===== src/agcctl_regs.svh =====
`ifndef AGCCTL_REGS_SVH
`define AGCCTL_REGS_SVH

// ********************************************************
// Register offsets
// ********************************************************
`define AGCCTL_ADDR_W 8
`define AGCCTL_OFS_LEFT_GAIN 8'h5D
`define AGCCTL_OFS_ENABLE_TARGET 8'h5E
`define AGCCTL_OFS_HYST_NOISE 8'h5F
`define AGCCTL_OFS_MAX_GAIN 8'h60
`define AGCCTL_OFS_RIGHT_GAIN 8'h70

// ********************************************************
// Field positions
// ********************************************************
`define AGCCTL_EN_BIT 7
`define AGCCTL_TARGET_MSB 6
`define AGCCTL_TARGET_LSB 4
`define AGCCTL_GHYST_MSB 1
`define AGCCTL_GHYST_LSB 0
`define AGCCTL_LHYST_MSB 7
`define AGCCTL_LHYST_LSB 6
`define AGCCTL_NOISE_MSB 5
`define AGCCTL_NOISE_LSB 1
`define AGCCTL_MAXG_MSB 6
`define AGCCTL_MAXG_LSB 0

// ********************************************************
// Reset values and limits, gain in 0.5 dB steps
// ********************************************************
`define AGCCTL_RST_GAIN 8'h00
`define AGCCTL_RST_MAXG 7'h7F
`define AGCCTL_MAXG_CLAMP 7'h74
`define AGCCTL_GAIN_MIN 8'hF4
`define AGCCTL_NOISE_BASE 10'h3C4
`define AGCCTL_NOISE_STEP 10'h004

`endif


===== src/agcctl_pkg.sv =====
package agcctl_pkg;

    // Direction of the last gain step, for gain hysteresis
    typedef enum logic [1:0] {
        DIR_NONE = 2'b00,
        DIR_UP = 2'b01,
        DIR_DOWN = 2'b10
    } agcctl_dir_t;

    typedef struct packed {
        logic enable;
        logic [2:0] target;
        logic [1:0] gainHyst;
        logic [1:0] levelHyst;
        logic [4:0] noiseThr;
        logic [6:0] maxGain;
        logic [7:0] gain;
        agcctl_dir_t lastDir;
        logic [7:0] rdData;
    } agcctl_state_t;

endpackage


===== src/audio_agc_control.sv =====
// Local design decision: the strobed register port.
`timescale 1ns/10ps
`include "agcctl_regs.svh"

// Operation
// Left AGC gain readback: read-only signed 0.5 dB code, resets to zero.
// Enable bit 7 turns right AGC on; resets off.
// Bits 6:4 pick target -5.5 to -24 dBFS.
// Bits 1:0 gain hysteresis: off, 0.5, 1.0, 1.5 dB.
// Second register bits 7:6 level hysteresis: 1, 2, 4 dB, or off.
// Bits 5:1 noise gate: zero off, else -30 to -90 dB by 2 dB.
// Seven-bit maximum gain, 0.5 dB steps, clamps at 58 dB, resets all ones.
// Reserved bits are read-only and read zero; writes ignored.
// Enabled AGC steers gain to target, within max, hold inside band.
module audio_agc_control (
    input wire logic core_clk,
    input wire logic nrst,
    input wire logic [`AGCCTL_ADDR_W-1:0] regAddr,
    input wire logic [7:0] regWrData,
    input wire logic regWrEn,
    input wire logic regRdEn,
    output logic [7:0] regRdData,
    input wire logic [7:0] leftGain,
    input wire logic levelStb,
    input wire logic [7:0] rightLevel,
    output logic [7:0] rightGain,
    output logic rightAgcOn
);
    import agcctl_pkg::*;

    // ********************************************************
    // Helpers, all levels in signed 0.5 dB units
    // ********************************************************
    function automatic logic signed [9:0] targetLevel(input logic [2:0] c);
        unique case (c)
            3'h0: targetLevel = -10'sd11;
            3'h1: targetLevel = -10'sd16;
            3'h2: targetLevel = -10'sd20;
            3'h3: targetLevel = -10'sd24;
            3'h4: targetLevel = -10'sd28;
            3'h5: targetLevel = -10'sd34;
            3'h6: targetLevel = -10'sd40;
            3'h7: targetLevel = -10'sd48;
        endcase
    endfunction

    function automatic logic signed [9:0] levelBand(input logic [1:0] c);
        unique case (c)
            2'h0: levelBand = 10'sd2;
            2'h1: levelBand = 10'sd4;
            2'h2: levelBand = 10'sd8;
            2'h3: levelBand = 10'sd0;
        endcase
    endfunction

    function automatic logic signed [9:0] ext8(input logic [7:0] v);
        ext8 = signed'({{2{v[7]}}, v});
    endfunction

    // ********************************************************
    // Gain arithmetic
    // ********************************************************
    // Codes above 58 dB all act as 58 dB
    function automatic logic signed [9:0] maxLimit(input logic [6:0] c);
        if (c > `AGCCTL_MAXG_CLAMP) begin
            maxLimit = signed'({3'b000, `AGCCTL_MAXG_CLAMP});
        end else begin
            maxLimit = signed'({3'b000, c});
        end
    endfunction

    // Extra margin to reverse direction, one code per 0.5 dB
    function automatic logic signed [9:0] hystMargin(input logic [1:0] c);
        hystMargin = signed'({8'h00, c});
    endfunction

    // Threshold falls 2 dB per code; code zero never reaches the compare
    function automatic logic signed [9:0] gateLevel(input logic [4:0] c);
        gateLevel = signed'(`AGCCTL_NOISE_BASE) -
            signed'(`AGCCTL_NOISE_STEP) * (signed'({5'h00, c}) - 10'sd1);
    endfunction

    // Callers keep the result inside the floor and the ceiling
    function automatic logic [7:0] stepGain(input logic signed [9:0] g,
            input logic up);
        if (up) begin
            stepGain = 8'(g + 10'sd1);
        end else begin
            stepGain = 8'(g - 10'sd1);
        end
    endfunction

    agcctl_state_t cur_r;
    agcctl_state_t cur_nxt;

    // ********************************************************
    // Next state
    // ********************************************************
    always_comb begin
        logic signed [9:0] err;
        logic signed [9:0] upThr;
        logic signed [9:0] dnThr;
        logic signed [9:0] gainS;
        logic signed [9:0] maxS;
        logic signed [9:0] inLevel;
        logic signed [9:0] gateLvl;
        logic gated;
        err = '0;
        upThr = '0;
        dnThr = '0;
        gainS = ext8(cur_r.gain);
        maxS = '0;
        inLevel = '0;
        gateLvl = '0;
        gated = 1'b0;
        cur_nxt = cur_r;

        // Register writes; reserved positions are never stored
        if (regWrEn) begin
            unique case (regAddr)
                `AGCCTL_OFS_ENABLE_TARGET: begin
                    cur_nxt.enable = regWrData[`AGCCTL_EN_BIT];
                    cur_nxt.target =
                        regWrData[`AGCCTL_TARGET_MSB:`AGCCTL_TARGET_LSB];
                    cur_nxt.gainHyst =
                        regWrData[`AGCCTL_GHYST_MSB:`AGCCTL_GHYST_LSB];
                end
                `AGCCTL_OFS_HYST_NOISE: begin
                    cur_nxt.levelHyst =
                        regWrData[`AGCCTL_LHYST_MSB:`AGCCTL_LHYST_LSB];
                    cur_nxt.noiseThr =
                        regWrData[`AGCCTL_NOISE_MSB:`AGCCTL_NOISE_LSB];
                end
                `AGCCTL_OFS_MAX_GAIN: begin
                    cur_nxt.maxGain =
                        regWrData[`AGCCTL_MAXG_MSB:`AGCCTL_MAXG_LSB];
                end
                default: begin
                end
            endcase
        end

        // Register reads, data valid the following cycle only
        cur_nxt.rdData = 8'h00;
        if (regRdEn) begin
            unique case (regAddr)
                `AGCCTL_OFS_LEFT_GAIN: cur_nxt.rdData = leftGain;
                `AGCCTL_OFS_ENABLE_TARGET:
                    cur_nxt.rdData = {cur_r.enable, cur_r.target, 2'b00,
                        cur_r.gainHyst};
                `AGCCTL_OFS_HYST_NOISE:
                    cur_nxt.rdData = {cur_r.levelHyst, cur_r.noiseThr,
                        1'b0};
                `AGCCTL_OFS_MAX_GAIN:
                    cur_nxt.rdData = {1'b0, cur_r.maxGain};
                `AGCCTL_OFS_RIGHT_GAIN: cur_nxt.rdData = cur_r.gain;
                default: cur_nxt.rdData = 8'h00;
            endcase
        end

        maxS = maxLimit(cur_r.maxGain);

        // Gain loop, one 0.5 dB step per level sample, or per cycle while gain is above the max
        if (!cur_r.enable) begin
            // Disabled channel sits at unity gain
            cur_nxt.gain = `AGCCTL_RST_GAIN;
            cur_nxt.lastDir = DIR_NONE;
        end else if (gainS > maxS) begin
            // Max lowered under the running gain: walk down at once
            cur_nxt.gain = stepGain(gainS, 1'b0);
            cur_nxt.lastDir = DIR_DOWN;
        end else if (levelStb) begin
            err = ext8(rightLevel) - targetLevel(cur_r.target);
            upThr = levelBand(cur_r.levelHyst);
            dnThr = levelBand(cur_r.levelHyst);
            // Reversing direction needs the extra gain hysteresis
            if (cur_r.lastDir == DIR_DOWN) begin
                upThr = upThr + hystMargin(cur_r.gainHyst);
            end
            if (cur_r.lastDir == DIR_UP) begin
                dnThr = dnThr + hystMargin(cur_r.gainHyst);
            end
            // Gate compares the level before our gain was applied
            inLevel = ext8(rightLevel) - gainS;
            gateLvl = gateLevel(cur_r.noiseThr);
            gated = (cur_r.noiseThr != 5'h00) && (inLevel < gateLvl);
            if (err > dnThr) begin
                if (gainS > ext8(`AGCCTL_GAIN_MIN)) begin
                    cur_nxt.gain = stepGain(gainS, 1'b0);
                    cur_nxt.lastDir = DIR_DOWN;
                end
            end else if ((err < -upThr) && !gated) begin
                // Noise held below the gate must not be boosted
                if (gainS < maxS) begin
                    cur_nxt.gain = stepGain(gainS, 1'b1);
                    cur_nxt.lastDir = DIR_UP;
                end
            end
        end
    end

    // ********************************************************
    // State register
    // ********************************************************
    always_ff @(posedge core_clk or negedge nrst) begin
        if (!nrst) begin
            cur_r.enable <= 1'b0;
            cur_r.target <= 3'h0;
            cur_r.gainHyst <= 2'h0;
            cur_r.levelHyst <= 2'h0;
            cur_r.noiseThr <= 5'h00;
            cur_r.maxGain <= `AGCCTL_RST_MAXG;
            // Unity gain, so a later enable never starts with a jump
            cur_r.gain <= `AGCCTL_RST_GAIN;
            cur_r.lastDir <= DIR_NONE;
            cur_r.rdData <= 8'h00;
        end else begin
            cur_r <= cur_nxt;
        end
    end

    assign regRdData = cur_r.rdData;
    assign rightGain = cur_r.gain;
    assign rightAgcOn = cur_r.enable;

endmodule


===== config.mk =====
export PLATFORM = sky130hd
export DESIGN_NAME = audio_agc_control
export DESIGN_NICKNAME = d
export VERILOG_FILES = /design/src/agcctl_pkg.sv /design/src/audio_agc_control.sv
export VERILOG_INCLUDE_DIRS = /design/src
export SDC_FILE = /design/constraint.sdc
export NUM_CORES = 1
export LEC_CHECK = 0
export ABC_AREA = 1
export BUFFER_PORTS_ARGS = -buffer_cell sky130_fd_sc_hd__buf_2
export CAP_MARGIN = 30
export CELL_PAD_IN_SITES_DETAIL_PLACEMENT = 0
export CELL_PAD_IN_SITES_GLOBAL_PLACEMENT = 2
export CORE_ASPECT_RATIO = 0.7
export CORE_MARGIN = 2
export CORE_UTILIZATION = 36
export CTS_CLUSTER_DIAMETER = 80
export DETAILED_ROUTE_END_ITERATION = 16
export GPL_TIMING_DRIVEN = 0
export PLACE_DENSITY = 0.84
export SYNTH_ARGS = -nofsm -noshare
export SYNTH_HDL_FRONTEND = slang
export SYNTH_SLANG_ARGS = --single-unit

===== constraint.sdc =====
create_clock -name core_clk -period 9.3 [get_ports core_clk]
set_clock_uncertainty 0.15 [all_clocks]
set_input_delay 1.86 -clock core_clk [delete_from_list [all_inputs] [get_ports core_clk]]
set_output_delay 1.86 -clock core_clk [all_outputs]
set_load 0.05 [all_outputs]

* Word-level counts from Yosys, hierarchy flattened
Memory sizes are Yosys's and may differ from the RTL's. Cells that the tools add are included.
Word-level totals: memories 1, ROM bits 48, logic and storage cells 73, input bits 37, register bits 38, output and inout port bits 17
Memory list:
- (name not given) | words 8, width 6, read ports 1, clocked after memory_dff 0, write ports 0, RTL line audio_agc_control.sv:35 | unique case (c)
Operators by class: order comparisons 7, add/subtract/negate cells 8, equality and inequality tests 14, reduce and logical (&&, ||, !) cells 9, muxes and demuxes 25
Operators by type and width (count):
- two-way mux 10 bit | 21
- == test 8 x 7 -> 1 bit (second input constant) | 5
- case mux 10 bit (4 select lines) | 1
- case mux 8 bit (5 select lines) | 1
- adder 10 x 3 -> 10 bit | 1
- > comparator 10 bit | 1
- less-than comparator 10 bit | 1
- negator 10 bit | 1
- subtractor 8 x 10 -> 10 bit | 1
- less-than comparator 9 bit | 1
- subtractor 7 x 8 -> 9 bit (first input constant) | 1
- subtractor 8 x 8 -> 9 bit | 1
- adder 8 x 2 -> 8 bit (second input constant) | 1
- > comparator 8 x 5 -> 1 bit (second input constant) | 1
- > comparator 8 bit | 1
- less-than comparator 8 bit | 1
- two-way mux 8 bit | 1
- != test 4 x 1 -> 1 bit (second input constant) | 2
- subtractor 8 x 2 -> 8 bit (second input constant) | 1
- > comparator 7 bit (second input constant) | 1
- two-way mux 7 bit | 1
- == test 2 bit (second input constant) | 3
- AND reduction 2 bit | 3
- subtractor 5 x 1 -> 6 bit (second input constant) | 1
- other kinds (8) | 10

* Logic depth before layout (Yosys ltp)
word-level depth 18, depth in mapped cells 28, gate-level depth less buffers 28

* Least setup slack after synthesis
OpenSTA, ideal clock, no wires.
kind input-to-reg, start input port rightLevel[1], end register cur_r (netlist bit rightGain[4]), arrival time 4.494 ns, library setup time 0.117 ns, cell stages on the path 22, buffers on the path 1, data required time 9.033 ns, slack 4.540 ns, cells stage by stage ha_1 > a21oi_1 > o21bai_1 > nand2_1 > nand2_1 > a21o_1 > a21o_1 > a21oi_1 > nand2_1 > mux2i_1 > ha_1 > nand2_1 > nor2_1 > a211oi_1 > nand3_1 > nand3_1 > nand3_1 > nand2_2 > nand2_2 > buf_6 > nand3_2 > nand2_1
On the way: longest elaborated chain between the ends 7, elaborated cells between the ends (all ways) 16, those cells by class add/sub (2); order compare (3); eq/ne (3); mux (4); reduce/logical (4)
Ends and longest elaborated chain:
- start, declared | RTL line audio_agc_control.sv:25 | input wire logic [7:0] rightLevel,
- subtractor 8 x 8 -> 9 bit | RTL line audio_agc_control.sv:184 | inLevel = ext8(rightLevel) - gainS;
- less-than comparator 9 bit | RTL line audio_agc_control.sv:186 | gated = (cur_r.noiseThr != 5'h00) && (inLevel < gateLvl);
- logical AND 1 bit | RTL line audio_agc_control.sv:186
- logical NOT 1 bit | RTL line audio_agc_control.sv:192 | end else if ((err < -upThr) && !gated) begin
- logical AND 1 bit | RTL line audio_agc_control.sv:192
- != test 4 x 1 -> 1 bit (no line)
- AND reduction 4 bit (no line)
- end signal, assigned | RTL line audio_agc_control.sv:218 | cur_r <= cur_nxt;
- end, declared | RTL line audio_agc_control.sv:93 | agcctl_state_t cur_r;
Parallel ways exist; a longest one is shown, timed or not. The select of a mux whose other input is x is not followed. A chain may end at the register's enable or synchronous reset.

* Worst setup path in the final report
Same ends and word-level chain as after synthesis.

==> results.tsv <==
stage	metric	value	unit
setup_path	required time worst endpoint	9.33	ns
finish	most frequent cells in the layout	144 x nand2_1, 70 x inv_1, 56 x buf_2	
global_routing	global-route wire length before repair	18.55	mm
sta	final worst path period share	0.5592	
setup_path	CP Launch Type	primary input	
finish	synth-to-layout area growth	15.10	%
pwr	LEAKAGE	0.002472	uW
placement	placed cell areas	4512	um2
sta	Final Hold Viols	0	
global_routing	met2 usage	0.2813	
floorplan	initial core utilization	0.3693	
global_routing	vias in the first global route	3540	
sta	Final setup viols	0	
clock_tree	post-cts sizing count	0	
logic_synthesis	largest family of logic cells by synthesized area	simple AND/OR/NAND/NOR gates	
logic_synthesis	Gate Count Post-Synth	569	
clock_tree	hold buffers post-CTS	0	
job	MaxCap Viol Count	0	
sta	Slew @ Worst Pin	0.9150	ns
sta	setup ws final	4.099	ns
sta	RSZ-0062 raised after global routing	false	
finish	area occupied by multi-input gates	2621	um2
finish	# diodes	0	
global_routing	GR Util met3	0.02889	
global_routing	initial antenna violation count	0	
clock_tree	clock root cell	clkbuf_16	
logic_synthesis	Ys Warns	0	
sta	setup TNS	0	ns
setup_path	Crit Path Class	in2reg	
hold_path	Min-Delay Path Class	reg2reg	
setup_path	Setup crit end kind	flip-flop	
run_status	status	completed	
setup_path	crit path DAT	5.23	ns
setup_path	crit-path max FO	9	
pwr	PwrDens	260.3	nW/um2
logic_synthesis	post-synthesis compound-gate area fraction	0.1214	
logic_synthesis	Post-Synth Adder-Cell Area	0.1563	
placement	Setup WS pre-CTS	3.762	ns
clock_tree	CTS buffer count	5	
sta	Slew HR	0.3900	
finish	layout cells sized above 1	0.2076	
finish	cell area after layout	4663	um2
logic_synthesis	Synth Flop Type	dfrtp_1	
floorplan	Die Ht	92.76	um
detailed_routing	vias per cell	4.824	
logic_synthesis	async set-or-reset flop fraction in the synthesized netlist	1.000	
global_routing	largest net degree at the start of global routing	39	
detailed_routing	final wirelength	11.22	mm
logic_synthesis	Post-Synth Simple-Gate Area	0.3033	
detailed_routing	Final ANT Viol Nets	0	
logic_synthesis	post-synthesis mux area share	0.008030	
global_routing	GRT Util Overall	0.1972	
floorplan	Core Footprint	10970	um2
clock_tree	CTS H-Tree Depth	2	
sta	minimum clock period	5.201	ns
floorplan	Rows	32	
global_routing	GRT busiest layer	met1	
detailed_routing	DR WL/cell	14.31	um
clock_tree	Max clock buf depth	2	
detailed_routing	via count	3782	
placement	port buffer count	53	
logic_synthesis	Yosys cell types	48	
logic_synthesis	Syn Area/Cell	7.120	um2
floorplan	Top Ports	54	
detailed_routing	drt pass-1 iters	4	
finish	Fillers	1170	
detailed_routing	Residual DRC	0	
global_routing	GR Layer Usage met1	0.3154	
pwr	worst IR drop on VDD	120.3	uV
floorplan	die width	130.8	um
placement	detailed placer's ending HPWL	9.058	mm
floorplan	DIE AREA	12130	um2
finish	Seq. cell area	959.7	um2
clock_tree	worst-skew pair later-pin latency	0.29	ns
global_routing	Overflow after GRT	0	
finish	most common cell after layout, fill and taps aside	nand2_1	
clock_tree	Clock Sinks	38	
sta	Max Transition Viols Final	0	
logic_synthesis	Post-synth EDFFs	0	
logic_synthesis	Post-Synth XOR/XNOR Area	0.05621	
logic_synthesis	synthesized area	4051	um2
logic_synthesis	synthesized flop and latch total	38	
sta	Fmax	192.3	MHz
clock_tree	clock slew at reported path FFs	0.06	ns
placement	GP Congestion	0.8640	
finish	final net count	717	
logic_synthesis	register area share after synthesis	0.2369	
detailed_routing	initial drt markers	210	
clock_tree	post-CTS setup repair buffer count	0	
clock_tree	CTS tree	built	
[sequential cells by signal, summed over array words and instances (netlist names)]
| register | cells |
|---|---|
| rightAgcOn | 1 |
| rightGain | 8 |
| regRdData | 8 |
| cur_r | 21 |
[critical path: stages]
cell	delay [ns]
buf_2	0.13
ha_1	0.30
a21oi_1	0.26
o21bai_1	0.13
nand2_1	0.07
nand2_1	0.07
a21o_1	0.18
a21o_1	0.18
a21oi_1	0.20
nand2_1	0.07
mux2i_1	0.16
ha_1	0.29
nand2_1	0.10
nor2_1	0.05
a211oi_1	0.26
nand2_1	0.09
nand2_1	0.06
nand3_1	0.14
nand3_1	0.16
nand2_2	0.07
nand2_2	0.08
nand2_2	0.14
nand2_1	0.09
nand2_1	0.06
[logic make-up after synthesis]
family	Yosys count
AND/OR/NAND/NOR	262
adder cells (fa/ha/maj)	50
other	1
buffers and inverters	105
multiplexers	3
XOR/XNOR	26
AO/OA/AOI/OAI	84
flip-flops	38
[layer usage]
layer  part of all wire  wire length [um]
met4             0.0050                56
met1               0.56              6294
met5                  0                 0
met2               0.39              4383
met3              0.043               485
[per-stage QoR]
step | total power (uW) | instances | hold WS (ns) | util
6_report | 1214 | 784 | 0.3432 | 0.4251
5_1_grt | 1354 | 784 | 0.3698 | 0.4251
4_1_cts | 1226 | 784 | 0.3441 | 0.4251
3_5_place_dp | 1041 | 776 | 0.3344 | 0.4113
3_3_place_gp | 1035 | 776 | 0.3320 | 0.4113
2_1_floorplan | 855.3 | 570 | 0.3198 | -
[layout make-up]
class	count	area share
clock inverter	2	0.002683
buffer	26	0.03810
sequential	38	0.2058
timing repair buffer	53	0.05688
inverter	79	0.06359
tap	153	0.04105
clock buffer	6	0.02978
multi-input combinational	427	0.5621
[final timing paths]
kind / slack (ns) / cells past startpoint / to / start
setup / recovery: 4.10 / 24 / rightGain[4] / rightLevel[1]
hold / removal: 0.34 / 2 / cur_r[22] / cur_r[22]
setup reg to reg: 5.04 / 24 / rightGain[4] / rightGain[1]
hold reg to reg: 0.34 / 2 / cur_r[22] / cur_r[22]
max in group asynchronous: 6.87 / 1 / regRdData[6] / nrst
min in group asynchronous: 1.55 / 1 / rightGain[0] / nrst
[Yosys cell counts, types with 3 or more instances]
library cell  instances  area share
dfrtp_1              31        0.19
a221oi_1              7       0.015
nor2_2                3      0.0046
dfstp_2               7       0.045
nand3_1              29       0.036
clkbuf_1              4      0.0037
nand4_1              11       0.017
nand2_2               7       0.011
o21ai_1               3      0.0037
inv_2                 7      0.0065
nor2_1               35       0.032
ha_1                 49        0.15
nand3_2              12       0.030
inv_1                70       0.065
xnor2_1               7       0.015
o22ai_1               7       0.011
nand2_1             144        0.13
a21oi_1              28       0.035
o21ai_0              25       0.031
nor3_1                6      0.0074
xor2_1               19       0.041
buf_4                16       0.030
a21o_1                5      0.0093
buf_2                 3      0.0037
[where the power goes]
group	total, uW	switching (uW)	leakage [uW]	internal [uW]
sequential	241	46.2	0.000454	195
clock	181	74.4	0.0000729	106
combinational	792	500	0.00194	292
total	1210	620	0.00247	594
No activity file was read; power rests on OpenSTA's default activity.
